--- src/branch_target_pkg.sv ---
// shared constants and types for the branch target and implied operand logic
package branch_target_pkg;
	localparam int          PC_W             = 16;
	localparam int          LEN_W            = 3;
	localparam int          BANK_W           = 2;
	localparam int          DISP_W           = 8;
	localparam int          FIXED_W          = 11;
	localparam int          VEC_IDX_W        = 5;
	localparam int          VEC_ENTRIES      = 32;
	localparam int          VEC_IDX_LSB      = 1;
	localparam int          VEC_IDX_MSB      = 5;
	localparam int          DISP_SIGN_BIT    = 7;
	localparam logic [15:0] RESET_PC         = 16'h0000;
	localparam logic [15:0] VEC_TABLE_FIRST  = 16'h0040;
	localparam logic [15:0] VEC_TABLE_LAST   = 16'h007F;
	localparam logic [4:0]  FIXED_AREA_UPPER = 5'h01;
	localparam logic [1:0]  RESET_BANK       = 2'h0;

	// instruction classes presented by the decoder
	typedef enum logic [3:0] {
		OP_SEQUENTIAL,
		OP_REL_JUMP,
		OP_COND_BRANCH,
		OP_CALL_ABS,
		OP_JUMP_ABS,
		OP_FIXED_AREA_CALL,
		OP_TABLE_CALL,
		OP_JUMP_PAIR,
		OP_UNSIGNED_MULTIPLY,
		OP_UNSIGNED_WORD_DIVIDE,
		OP_DECIMAL_ADJUST_AFTER_ADD,
		OP_DECIMAL_ADJUST_AFTER_SUB,
		OP_DIGIT_ROTATE_RIGHT,
		OP_DIGIT_ROTATE_LEFT
	} op_t;

	// implicitly addressed accumulator
	typedef enum logic [1:0] {
		ACC_NONE,
		ACC_A,
		ACC_PAIR
	} acc_sel_t;

	typedef enum logic {
		ST_RUN,
		ST_TABLE
	} state_t;
endpackage

--- src/vec_tbl_if.sv ---
// link between the branch logic and the vector table memory
`timescale 1ns/1ps
interface vec_tbl_if;
	logic        wr_en;
	logic [4:0]  wr_idx;
	logic [15:0] wr_data;
	logic        rd_en;
	logic [4:0]  rd_idx;
	logic [15:0] rd_data;

	modport mem  (input wr_en, input wr_idx, input wr_data, input rd_en, input rd_idx,
		output rd_data);
	modport user (output wr_en, output wr_idx, output wr_data, output rd_en, output rd_idx,
		input rd_data);
endinterface

--- src/branch_target_and_implied_operand.sv ---
// next fetch address, branch destinations and implied accumulator selection
//
// Summary of operation
// - Without a branch the program counter moves on by the byte length of the instruction.
// - Each fetch address is the program counter joined with the current bank selection.
// - A branch loads its computed destination into the program counter and fetching resumes there.
// - A relative branch adds the sign-extended 8-bit displacement to the next instruction start.
// - Relative reach is -128 to +127 bytes from the next instruction start.
// - The relative jump and every conditional branch use relative destination forming.
// - The 16-bit absolute call and jump copy the immediate address into the program counter.
// - The fixed-area call always lands between 0800H and 0FFFH.
// - A table call picks an entry with immediate bits 1 to 5 and loads its stored address.
// - Table entries sit at 0040H to 007FH and may hold any destination.
// - The register jump copies the 16-bit accumulator pair into the program counter.
// - Multiply takes the 8-bit accumulator as multiplicand and writes the pair.
// - Word divide reads the dividend from the pair and returns the quotient there.
// - Both decimal adjusts correct the 8-bit accumulator in place.
// - Both digit rotations use the 8-bit accumulator as the digit holder.
`timescale 1ns/1ps
module branch_target_and_implied_operand (
	// clock and reset
	input  wire logic                          clk_sys,
	input  wire logic                          rst_n,
	// decoded instruction
	input  wire logic                          instr_valid,
	input  wire branch_target_pkg::op_t        instr_op,
	input  wire logic [2:0]                    instr_len,
	input  wire logic                          cond_true,
	input  wire logic [7:0]                    signed_branch_displacement,
	input  wire logic [15:0]                   abs_target,
	input  wire logic [10:0]                   fixed_area_call_target,
	input  wire logic [7:0]                    table_call_imm,
	input  wire logic [15:0]                   accumulator_pair,
	input  wire logic [1:0]                    bank_sel,
	// vector table loading
	input  wire logic                          table_wr_en,
	input  wire logic [15:0]                   table_wr_addr,
	input  wire logic [15:0]                   table_wr_data,
	// program counter and fetch
	output logic      [15:0]                   pc_q,
	output logic      [17:0]                   fetch_addr_q,
	output logic                               ready_q,
	output logic                               branch_q,
	output logic                               call_q,
	output logic      [15:0]                   return_addr_q,
	// implied operands
	output branch_target_pkg::acc_sel_t        implied_src_q,
	output branch_target_pkg::acc_sel_t        implied_dst_q
);
	vec_tbl_if vt ();

	branch_target_pkg::state_t   state_q;
	branch_target_pkg::state_t   state_d;
	branch_target_pkg::acc_sel_t src_d;
	branch_target_pkg::acc_sel_t dst_d;
	logic [15:0]                 pc_d;
	logic [15:0]                 seq_next;
	logic [15:0]                 rel_target;
	logic [15:0]                 disp_ext;
	logic                        branch_d;
	logic                        call_d;
	logic                        accept;
	logic                        tbl_start;
	logic                        wr_in_table;

	vector_table_mem #(
		.ENTRIES (branch_target_pkg::VEC_ENTRIES)
	) u_vec_mem (
		.clk_sys (clk_sys),
		.rst_n   (rst_n),
		.port    (vt.mem)
	);

	// only aligned words inside the table area are stored
	assign wr_in_table = (table_wr_addr >= branch_target_pkg::VEC_TABLE_FIRST) &&
		(table_wr_addr <= branch_target_pkg::VEC_TABLE_LAST) && !table_wr_addr[0];
	assign vt.wr_en    = table_wr_en && wr_in_table;
	assign vt.wr_idx   = table_wr_addr[branch_target_pkg::VEC_IDX_MSB:branch_target_pkg::VEC_IDX_LSB];
	assign vt.wr_data  = table_wr_data;

	// table entry selected by immediate bits 1 to 5
	assign accept     = instr_valid && (state_q == branch_target_pkg::ST_RUN);
	assign vt.rd_en   = tbl_start;
	assign vt.rd_idx  = table_call_imm[branch_target_pkg::VEC_IDX_MSB:branch_target_pkg::VEC_IDX_LSB];

	// sequential address and signed displacement
	assign seq_next   = pc_q + 16'(instr_len);
	assign disp_ext   = {{8{signed_branch_displacement[branch_target_pkg::DISP_SIGN_BIT]}},
		signed_branch_displacement};
	assign rel_target = seq_next + disp_ext;

	// destination selection per instruction class
	always_comb begin
		pc_d      = pc_q;
		state_d   = state_q;
		branch_d  = 1'b0;
		call_d    = 1'b0;
		tbl_start = 1'b0;
		if (state_q == branch_target_pkg::ST_TABLE) begin
			pc_d     = vt.rd_data;
			branch_d = 1'b1;
			state_d  = branch_target_pkg::ST_RUN;
		end else if (accept) begin
			unique case (instr_op)
				branch_target_pkg::OP_REL_JUMP: begin
					pc_d     = rel_target;
					branch_d = 1'b1;
				end
				branch_target_pkg::OP_COND_BRANCH: begin
					pc_d     = cond_true ? rel_target : seq_next;
					branch_d = cond_true;
				end
				branch_target_pkg::OP_CALL_ABS: begin
					pc_d     = abs_target;
					branch_d = 1'b1;
					call_d   = 1'b1;
				end
				branch_target_pkg::OP_JUMP_ABS: begin
					pc_d     = abs_target;
					branch_d = 1'b1;
				end
				branch_target_pkg::OP_FIXED_AREA_CALL: begin
					pc_d     = {branch_target_pkg::FIXED_AREA_UPPER, fixed_area_call_target};
					branch_d = 1'b1;
					call_d   = 1'b1;
				end
				branch_target_pkg::OP_TABLE_CALL: begin
					tbl_start = 1'b1;
					call_d    = 1'b1;
					state_d   = branch_target_pkg::ST_TABLE;
				end
				branch_target_pkg::OP_JUMP_PAIR: begin
					pc_d     = accumulator_pair;
					branch_d = 1'b1;
				end
				branch_target_pkg::OP_SEQUENTIAL,
				branch_target_pkg::OP_UNSIGNED_MULTIPLY,
				branch_target_pkg::OP_UNSIGNED_WORD_DIVIDE,
				branch_target_pkg::OP_DECIMAL_ADJUST_AFTER_ADD,
				branch_target_pkg::OP_DECIMAL_ADJUST_AFTER_SUB,
				branch_target_pkg::OP_DIGIT_ROTATE_RIGHT,
				branch_target_pkg::OP_DIGIT_ROTATE_LEFT: begin
					pc_d = seq_next;
				end
			endcase
		end
	end

	// implied accumulator per operation
	always_comb begin
		src_d = branch_target_pkg::ACC_NONE;
		dst_d = branch_target_pkg::ACC_NONE;
		unique case (instr_op)
			branch_target_pkg::OP_UNSIGNED_MULTIPLY: begin
				src_d = branch_target_pkg::ACC_A;
				dst_d = branch_target_pkg::ACC_PAIR;
			end
			branch_target_pkg::OP_UNSIGNED_WORD_DIVIDE: begin
				src_d = branch_target_pkg::ACC_PAIR;
				dst_d = branch_target_pkg::ACC_PAIR;
			end
			branch_target_pkg::OP_DECIMAL_ADJUST_AFTER_ADD,
			branch_target_pkg::OP_DECIMAL_ADJUST_AFTER_SUB: begin
				src_d = branch_target_pkg::ACC_A;
				dst_d = branch_target_pkg::ACC_A;
			end
			branch_target_pkg::OP_DIGIT_ROTATE_RIGHT,
			branch_target_pkg::OP_DIGIT_ROTATE_LEFT: begin
				src_d = branch_target_pkg::ACC_A;
				dst_d = branch_target_pkg::ACC_A;
			end
			branch_target_pkg::OP_SEQUENTIAL,
			branch_target_pkg::OP_REL_JUMP,
			branch_target_pkg::OP_COND_BRANCH,
			branch_target_pkg::OP_CALL_ABS,
			branch_target_pkg::OP_JUMP_ABS,
			branch_target_pkg::OP_FIXED_AREA_CALL,
			branch_target_pkg::OP_TABLE_CALL,
			branch_target_pkg::OP_JUMP_PAIR: begin
				src_d = branch_target_pkg::ACC_NONE;
				dst_d = branch_target_pkg::ACC_NONE;
			end
		endcase
	end

	// program counter and sequencer state
	always_ff @(posedge clk_sys) begin
		if (!rst_n) begin
			pc_q    <= branch_target_pkg::RESET_PC;
			state_q <= branch_target_pkg::ST_RUN;
		end else begin
			pc_q    <= pc_d;
			state_q <= state_d;
		end
	end

	// fetch address joins bank selection and the new counter
	always_ff @(posedge clk_sys) begin
		if (!rst_n) begin
			fetch_addr_q <= {branch_target_pkg::RESET_BANK, branch_target_pkg::RESET_PC};
		end else begin
			fetch_addr_q <= {bank_sel, pc_d};
		end
	end

	// handshake, branch and call indications
	always_ff @(posedge clk_sys) begin
		if (!rst_n) begin
			ready_q       <= 1'b0;
			branch_q      <= 1'b0;
			call_q        <= 1'b0;
			return_addr_q <= 16'h0000;
		end else begin
			ready_q  <= (state_d == branch_target_pkg::ST_RUN);
			branch_q <= branch_d;
			call_q   <= call_d && accept;
			if (call_d && accept) begin
				return_addr_q <= seq_next; // address after the call
			end
		end
	end

	// implied operand selection, held until the next accepted instruction
	always_ff @(posedge clk_sys) begin
		if (!rst_n) begin
			implied_src_q <= branch_target_pkg::ACC_NONE;
			implied_dst_q <= branch_target_pkg::ACC_NONE;
		end else if (accept) begin
			implied_src_q <= src_d;
			implied_dst_q <= dst_d;
		end
	end
endmodule

--- src/vector_table_mem.sv ---
// vector table storage with a registered read port
`timescale 1ns/1ps
module vector_table_mem #(
	parameter int ENTRIES = branch_target_pkg::VEC_ENTRIES
) (
	// clock and reset
	input  wire logic clk_sys,
	input  wire logic rst_n,
	// table port
	vec_tbl_if.mem    port
);
	logic [15:0] mem_q [ENTRIES];

	// entry write from the loader
	always_ff @(posedge clk_sys) begin
		if (port.wr_en) begin
			mem_q[port.wr_idx] <= port.wr_data;
		end
	end

	// read data comes out of a register one cycle after the request
	always_ff @(posedge clk_sys) begin
		if (!rst_n) begin
			port.rd_data <= 16'h0000;
		end else if (port.rd_en) begin
			port.rd_data <= mem_q[port.rd_idx];
		end
	end
endmodule

--- config.mk ---
export PLATFORM = sky130hd
export DESIGN_NAME = branch_target_and_implied_operand
export DESIGN_NICKNAME = d
export VERILOG_FILES = /design/src/branch_target_pkg.sv /design/src/vec_tbl_if.sv /design/src/branch_target_and_implied_operand.sv /design/src/vector_table_mem.sv
export SDC_FILE = /design/constraint.sdc
export NUM_CORES = 1
export LEC_CHECK = 0
export BUFFER_PORTS_ARGS = -buffer_cell sky130_fd_sc_hd__buf_2
export CAP_MARGIN = 20
export CELL_PAD_IN_SITES_DETAIL_PLACEMENT = 0
export CELL_PAD_IN_SITES_GLOBAL_PLACEMENT = 1
export CORE_MARGIN = 1
export CORE_UTILIZATION = 45
export CTS_CLUSTER_DIAMETER = 40
export CTS_CLUSTER_SIZE = 40
export DETAILED_ROUTE_END_ITERATION = 6
export GPL_TIMING_DRIVEN = 0
export PLACE_DENSITY_LB_ADDON = 0.1
export SETUP_SLACK_MARGIN = 0.2
export SYNTH_ARGS = -nofsm -noshare
export SYNTH_HDL_FRONTEND = slang
export SYNTH_SLANG_ARGS = --single-unit
export TNS_END_PERCENT = 20
--- constraint.sdc ---
create_clock -name clk_sys -period 5.5 [get_ports clk_sys]
set_clock_uncertainty 0.05 [all_clocks]
set_input_delay 1.1 -clock clk_sys [delete_from_list [all_inputs] [get_ports clk_sys]]
set_output_delay 1.1 -clock clk_sys [all_outputs]
set_load 0.02 [all_outputs]
* After elaboration in Yosys (flattened, before gate mapping)
Memories as Yosys holds them, arrays and structs flattened. A register that Yosys moved wholly into a read port is not among the register bits.
Index checks and enable logic that the tools add are counted.
** Cells by class
- Muxes and demuxes :: 17
- Bitwise gates (word level) :: 2
- Eq/ne operators :: 13
- Add/sub/neg operators :: 2
- Reductions and logical operators :: 16
- Magnitude comparators :: 2
** Operators by type and width (number)
- $pmux 16 s6 :: 1
- $mux 16 :: 3
- $eq 4x4->1 const B :: 6
- $add 16x16->16 :: 1
- $add 16x3->16 :: 1
- $eq 4x3->1 const B :: 4
- $ge 16x7->1 const B :: 1
- $le 16x7->1 const B :: 1
- $pmux 2 s3 :: 2
- $mux 1 :: 10
- $reduce_or 5->1 :: 2
- $eq 4x2->1 const B :: 2
- $reduce_or 8->1 :: 1
- $reduce_or 7->1 :: 1
- $logic_and 1x1->1 :: 5
- $eq 4x1->1 const B :: 1
- $logic_not 4->1 :: 1
- $reduce_or 2->1 :: 2
- $reduce_or 4->1 :: 1
- $reduce_or 3->1 :: 1
- $logic_not 1->1 :: 2
- $not 1->1 :: 2
- $pmux 1 s2 :: 1
** Storage, ports and cells
- Register bits :: 58
- Memory bits (writable) :: 512
- Output and inout port bits :: 57
- Logic and storage cells :: 62
- Memories :: 1
- Bits of input ports :: 105
** Memories
- u_vec_mem.mem_q :: words 32, bits a word 16, rd ports 1, clocked after Yosys merged registers in 1, write ports 1, line vector_table_mem.sv:12 : logic [15:0] mem_q [ENTRIES];

* Logic depth before layout (Yosys ltp)
- Word-level depth :: 6
- Gate-level depth with buffers :: 14
- Mapped depth without buffers :: 14

* Cells and area by module
A second synthesis with hierarchy kept.
** Unflattened totals
- Cell total of the unflattened synthesis :: 1576
- Area, all modules :: 24001.8 µm²
** Modules (own cells, without submodules)
- vector_table_mem :: cells each 1145, area each 20508.4 µm², times used 1, seq. area each 15695.1 µm²
- branch_target_and_implied_operand :: cells each 431, area each 3493.4 µm², times used 1, seq. area each 840.8 µm²

* Worst setup path after synthesis
No wires, ideal clock.
- Path kind :: input -> register
- From :: input port instr_len[0]
- To :: register pc_q[13]
- Buffers on the path :: 0
- Stages on the path :: 13
- Data arrival time :: 3850 ps
- Required time :: 5311 ps
- Slack :: 1461 ps
- Library setup time :: 139 ps
- Cells stage by stage :: ha_1 > fa_1 > a21oi_1 > nor3b_1 > xor2_1 > ha_1 > a2111oi_0 > o21ai_1 > a41o_1 > a31oi_1 > o21ai_0 > xnor2_1 > o22ai_1
** On the way
- Word-level cells in the longest chain between the ends :: 6
** RTL lines
- from (decl) :: line branch_target_and_implied_operand.sv:27 : input wire logic [2:0] instr_len,
- $add 16x3->16 * :: line branch_target_and_implied_operand.sv:87 : assign seq_next = pc_q + 16'(instr_len);
- net seq_next[6] :: line branch_target_and_implied_operand.sv:57 : logic [15:0] seq_next;
- $add 16x16->16 * :: line branch_target_and_implied_operand.sv:90 : assign rel_target = seq_next + disp_ext;
- $mux 16 :: line branch_target_and_implied_operand.sv:110 : pc_d = cond_true ? rel_target : seq_next;
- $pmux 16 s6 * :: line branch_target_and_implied_operand.sv:104 : unique case (instr_op)
- $mux 16 * :: line branch_target_and_implied_operand.sv:103 : end else if (accept) begin
- $mux 16 * :: line branch_target_and_implied_operand.sv:99 : if (state_q == branch_target_pkg::ST_TABLE) begin
- to (signal assigned) :: line branch_target_and_implied_operand.sv:189 : pc_q <= branch_target_pkg::RESET_PC;
- to (signal assigned) :: line branch_target_and_implied_operand.sv:192 : pc_q <= pc_d;
- to (decl) :: line branch_target_and_implied_operand.sv:40 : output logic [15:0] pc_q,
Mark *: on every way through the listed nets, which the timed path passes. The rest lies on a longest branch.
A chain may end at the register's enable or synchronous reset.

* Final worst setup path
Same ends and word-level chain as after synthesis.

==> summary.txt <==
Timing
  • Sum Neg Setup Slack: 0 ns
  • Rel. slew slack: 25.90%
  • Tmin final: ~4.2 ns
  • Max Slew Vio Count: 0
  • Fmax: 0.2365 GHz
  • Final-report setup violation count: 0
  • RSZ-0062 raised after global routing: false
  • Final period utilization: between 70% and 80%
  • Worst Tran Pin Value: about 1.1 ns
  • Final Hold Fails: 0

Drt
  • DRC errors left: 0
  • Antenna-violating nets left: 0
  • DR vias/cell: roughly 5.7
  • Wire length per cell: approximately 27 µm
  • Via count: 12970
  • Final wirelength: between 60000 and 70000 µm
  • Starting DRT DRC Count: around 1100
  • TritonRoute pass-1 iters: 7

Placed design
  • Hpwl dp: approximately 43000 µm
  • Port buffer count: about 150
  • Placer Congestion: between 0.8 and 0.9

Clock tree
  • Clk_lat worst skew: 0.61 ns
  • Clock Path Buffers: 3
  • CTS Sinks: between 500 and 600
  • CTS Root Cell: clkbuf_16
  • Postcts setup bufs: 0
  • Post-CTS Resized: 0
  • Worst-path clk slew: 0.04 ns
  • H-Tree Depth: 3
  • CTS Buf Count: 88
  • Hold-fix buffer count after cts: 0
  • CTS tree: yes

Status
  • Outcome: finished clean

Synth
  • Post-Syn Nets: approximately 1400
  • Avg Inst Size Synth: ~19 µm²
  • Syn Inst Count: 1245
  • Main synth FF type: edfxtp_1
  • Synth cell types: 61
  • Post-synth ARST share: 0%
  • Simple-gate share of the synthesized area: under 10%
  • Post-synth EDFFs: 512
  • #FFs+latches synth: 570
  • Largest family of logic cells by synthesized area: multiplexers
  • Post-synthesis adder-cell area fraction: approximately 1.1%
  • Mux contribution to synthesized area: between 10% and 20%
  • Post-Syn Area: ~23000 µm²
  • Register area share after synthesis: 70.79%
  • Synth warn: 0
  • Synth Area in Compound Gates: 4.430%
  • Xor and xnor area share after synthesis: 1.012%

Cells and area
  • Area Overhead vs Synth: 22.81%
  • Area occupied by multi-input gates: 6475 µm²
  • Total of fill cells in the finished design: around 4000
  • Proportion of layout cells with a drive suffix above 1: between 30% and 40%
  • Register area: 16540 µm²
  • Final nets: between 1500 and 2000
  • Antenna fix cells: 0

Critical path
  • CP Launch Type: primary input
  • Worst path arrival time: roughly 4.6 ns
  • Largest fanout on the critical path: 6
  • R2R Setup Slk: ~1.5 ns
  • Worst r2r path cells: 13
  • Endpoint class of the critical path: register
  • Critical path class: in -> reg
  • Worst EP required: slightly below 6 ns

Global routing
  • Largest net degree at the start of global routing: 33
  • Vias in the first global route: around 13000
  • Gr ovfl total: 0
  • First-pass GRT wire length: just under 90000 µm
  • Gr usage total: about a quarter
  • Initial antenna violation count: 0

Power
  • Total power: about 11 mW
  • LEAKAGE: 9.877 nW
  • PwrDens: a little under 400 nW/µm²
  • VDD IR-drop max: between 0.0002 and 0.00025 V

Floorplanning
  • DIE WIDTH: roughly 230 µm
  • Core Region: ~50000 µm²
  • Die footprint: approximately 53000 µm²
  • I/O pin cnt: 162
  • Die height: roughly 230 µm
  • Initial Utilization: between 40% and 50%
  • Std-Cell Rows: between 80 and 90

Hold path
  • Hold WC Path Type: reg -> reg
  • Worst Hold Path Cells: 2

Flow run
  • MaxCap Viol Count: 0
==> layer usage <==
layer / wire length [µm] / vias up / share of wire [%] / GRT usage (%)
met5: 0 / - / 0 / 0
li1: - / 5672 / - / -
met2: 29570 / 452 / 48 / 37.87
met1: 26690 / 6752 / 44 / 32.83
met4: 1442 / 0 / 2.4 / 6.788
met3: 3417 / 95 / 5.6 / 4.464
==> final timing paths <==
check | from | to
worst max-delay path | instr_len[0] | pc_q[13]
worst min-delay path | implied_src_q[0] | implied_src_q[0]
worst max register to register | pc_q[0] | pc_q[13]
worst min register to register | implied_src_q[0] | implied_src_q[0]
==> critical path, cell delays in order <==
cell	delay [ns]
buf_2	0.10
ha_1	0.22
fa_1	0.41
a21oi_1	0.27
nor3b_1	0.11
xor2_1	0.39
ha_1	0.37
a2111oi_0	0.39
o21ai_1	0.16
a41o_1	0.30
a31oi_1	0.30
o21ai_0	0.17
xnor2_1	0.22
o22ai_1	0.11
==> report_power, final <==
group          switching [mW]  internal [mW]
sequential             0.0232           4.73
combinational           0.421          0.287
clock                    2.08           3.57
total                    2.52           8.59
==> synth_stat cells (all sizes together) (5+ instances only) <==
cell | instances | share of area (%)
a21o | 10 | 0.32
a21oi | 43 | 0.94
a221o | 8 | 0.34
a221oi | 8 | 0.30
a22oi | 7 | 0.22
and2 | 7 | 0.19
buf | 43 | 1.1
clkbuf | 37 | 0.59
dfxtp | 58 | 5.0
edfxtp | 512 | 66
ha | 18 | 0.96
inv | 9 | 0.14
mux2i | 30 | 1.3
mux4 | 160 | 15
nand2 | 46 | 0.74
nand2b | 10 | 0.27
nand3 | 11 | 0.24
nand4 | 5 | 0.13
nor2 | 59 | 0.95
nor2b | 24 | 0.64
nor3 | 7 | 0.15
o21ai | 38 | 0.81
o31ai | 6 | 0.19
xnor2 | 16 | 0.60
xor2 | 11 | 0.41
==> cells in the final DEF (no fill, tap or decap), types with 18 or more instances in the layout <==
master	netlist	layout
nor2_1	59	27
mux4_2	160	160
nand2_1	46	46
buf_2	21	173
dfxtp_1	58	58
a21oi_1	42	42
o21ai_0	36	36
ha_1	18	18
clkbuf_1	37	42
nor2_2	0	32
buf_4	17	18
nor2b_1	24	24
mux2i_1	30	30
clkbuf_16	0	91
buf_8	0	26
edfxtp_1	512	512
==> metrics by stage <==
stage	std cells	cell area [µm²]	worst slack (ns)	util, %	hold WS (ns)
finish	2273	28690	1.272	55.92	0.4369
global route	2273	28690	0.9443	55.92	0.4485
CTS	2272	28670	1.229	55.89	0.4387
detailed placement	2110	25620	0.5977	49.93	0.4134
global placement	2077	24970	0.5707	48.68	0.4120
floorplan	1245	23360	1.461	-	0.3884
==> state kept, by name (all words and copies together) (netlist names) <==
register,flops
call_q,1
branch_q,1
ready_q,1
fetch_addr_q,3
implied_src_q,2
return_addr_q,16
implied_dst_q,2
pc_q,15
state_q,1
u_vec_mem.port.rd_data,16
u_vec_mem.mem_q,512
==> final cells by class <==
cell class                      instances  area share, %
Sequential cell                       570          57.64
Multi-Input combinational cell        585          22.57
Clock buffer                          102          8.291
Timing Repair Buffer                  186          4.654
Tap cell                              680          2.966
Clock inverter                         60          2.360
Buffer                                 80          1.387
Inverter                               10         0.1308
==> logic make-up (layout without fill, tap and decap cells) <==
group                    Yosys count  after routing
buffers and inverters             90            438
flip-flops                       570            570
AND/OR/NAND/NOR                  190            190
AO/OA/AOI/OAI                    156            156
adder cells (fa/ha/maj)           20             20
XOR/XNOR                          27             27
multiplexers                     192            192
(Power assumes the default switching activity.)
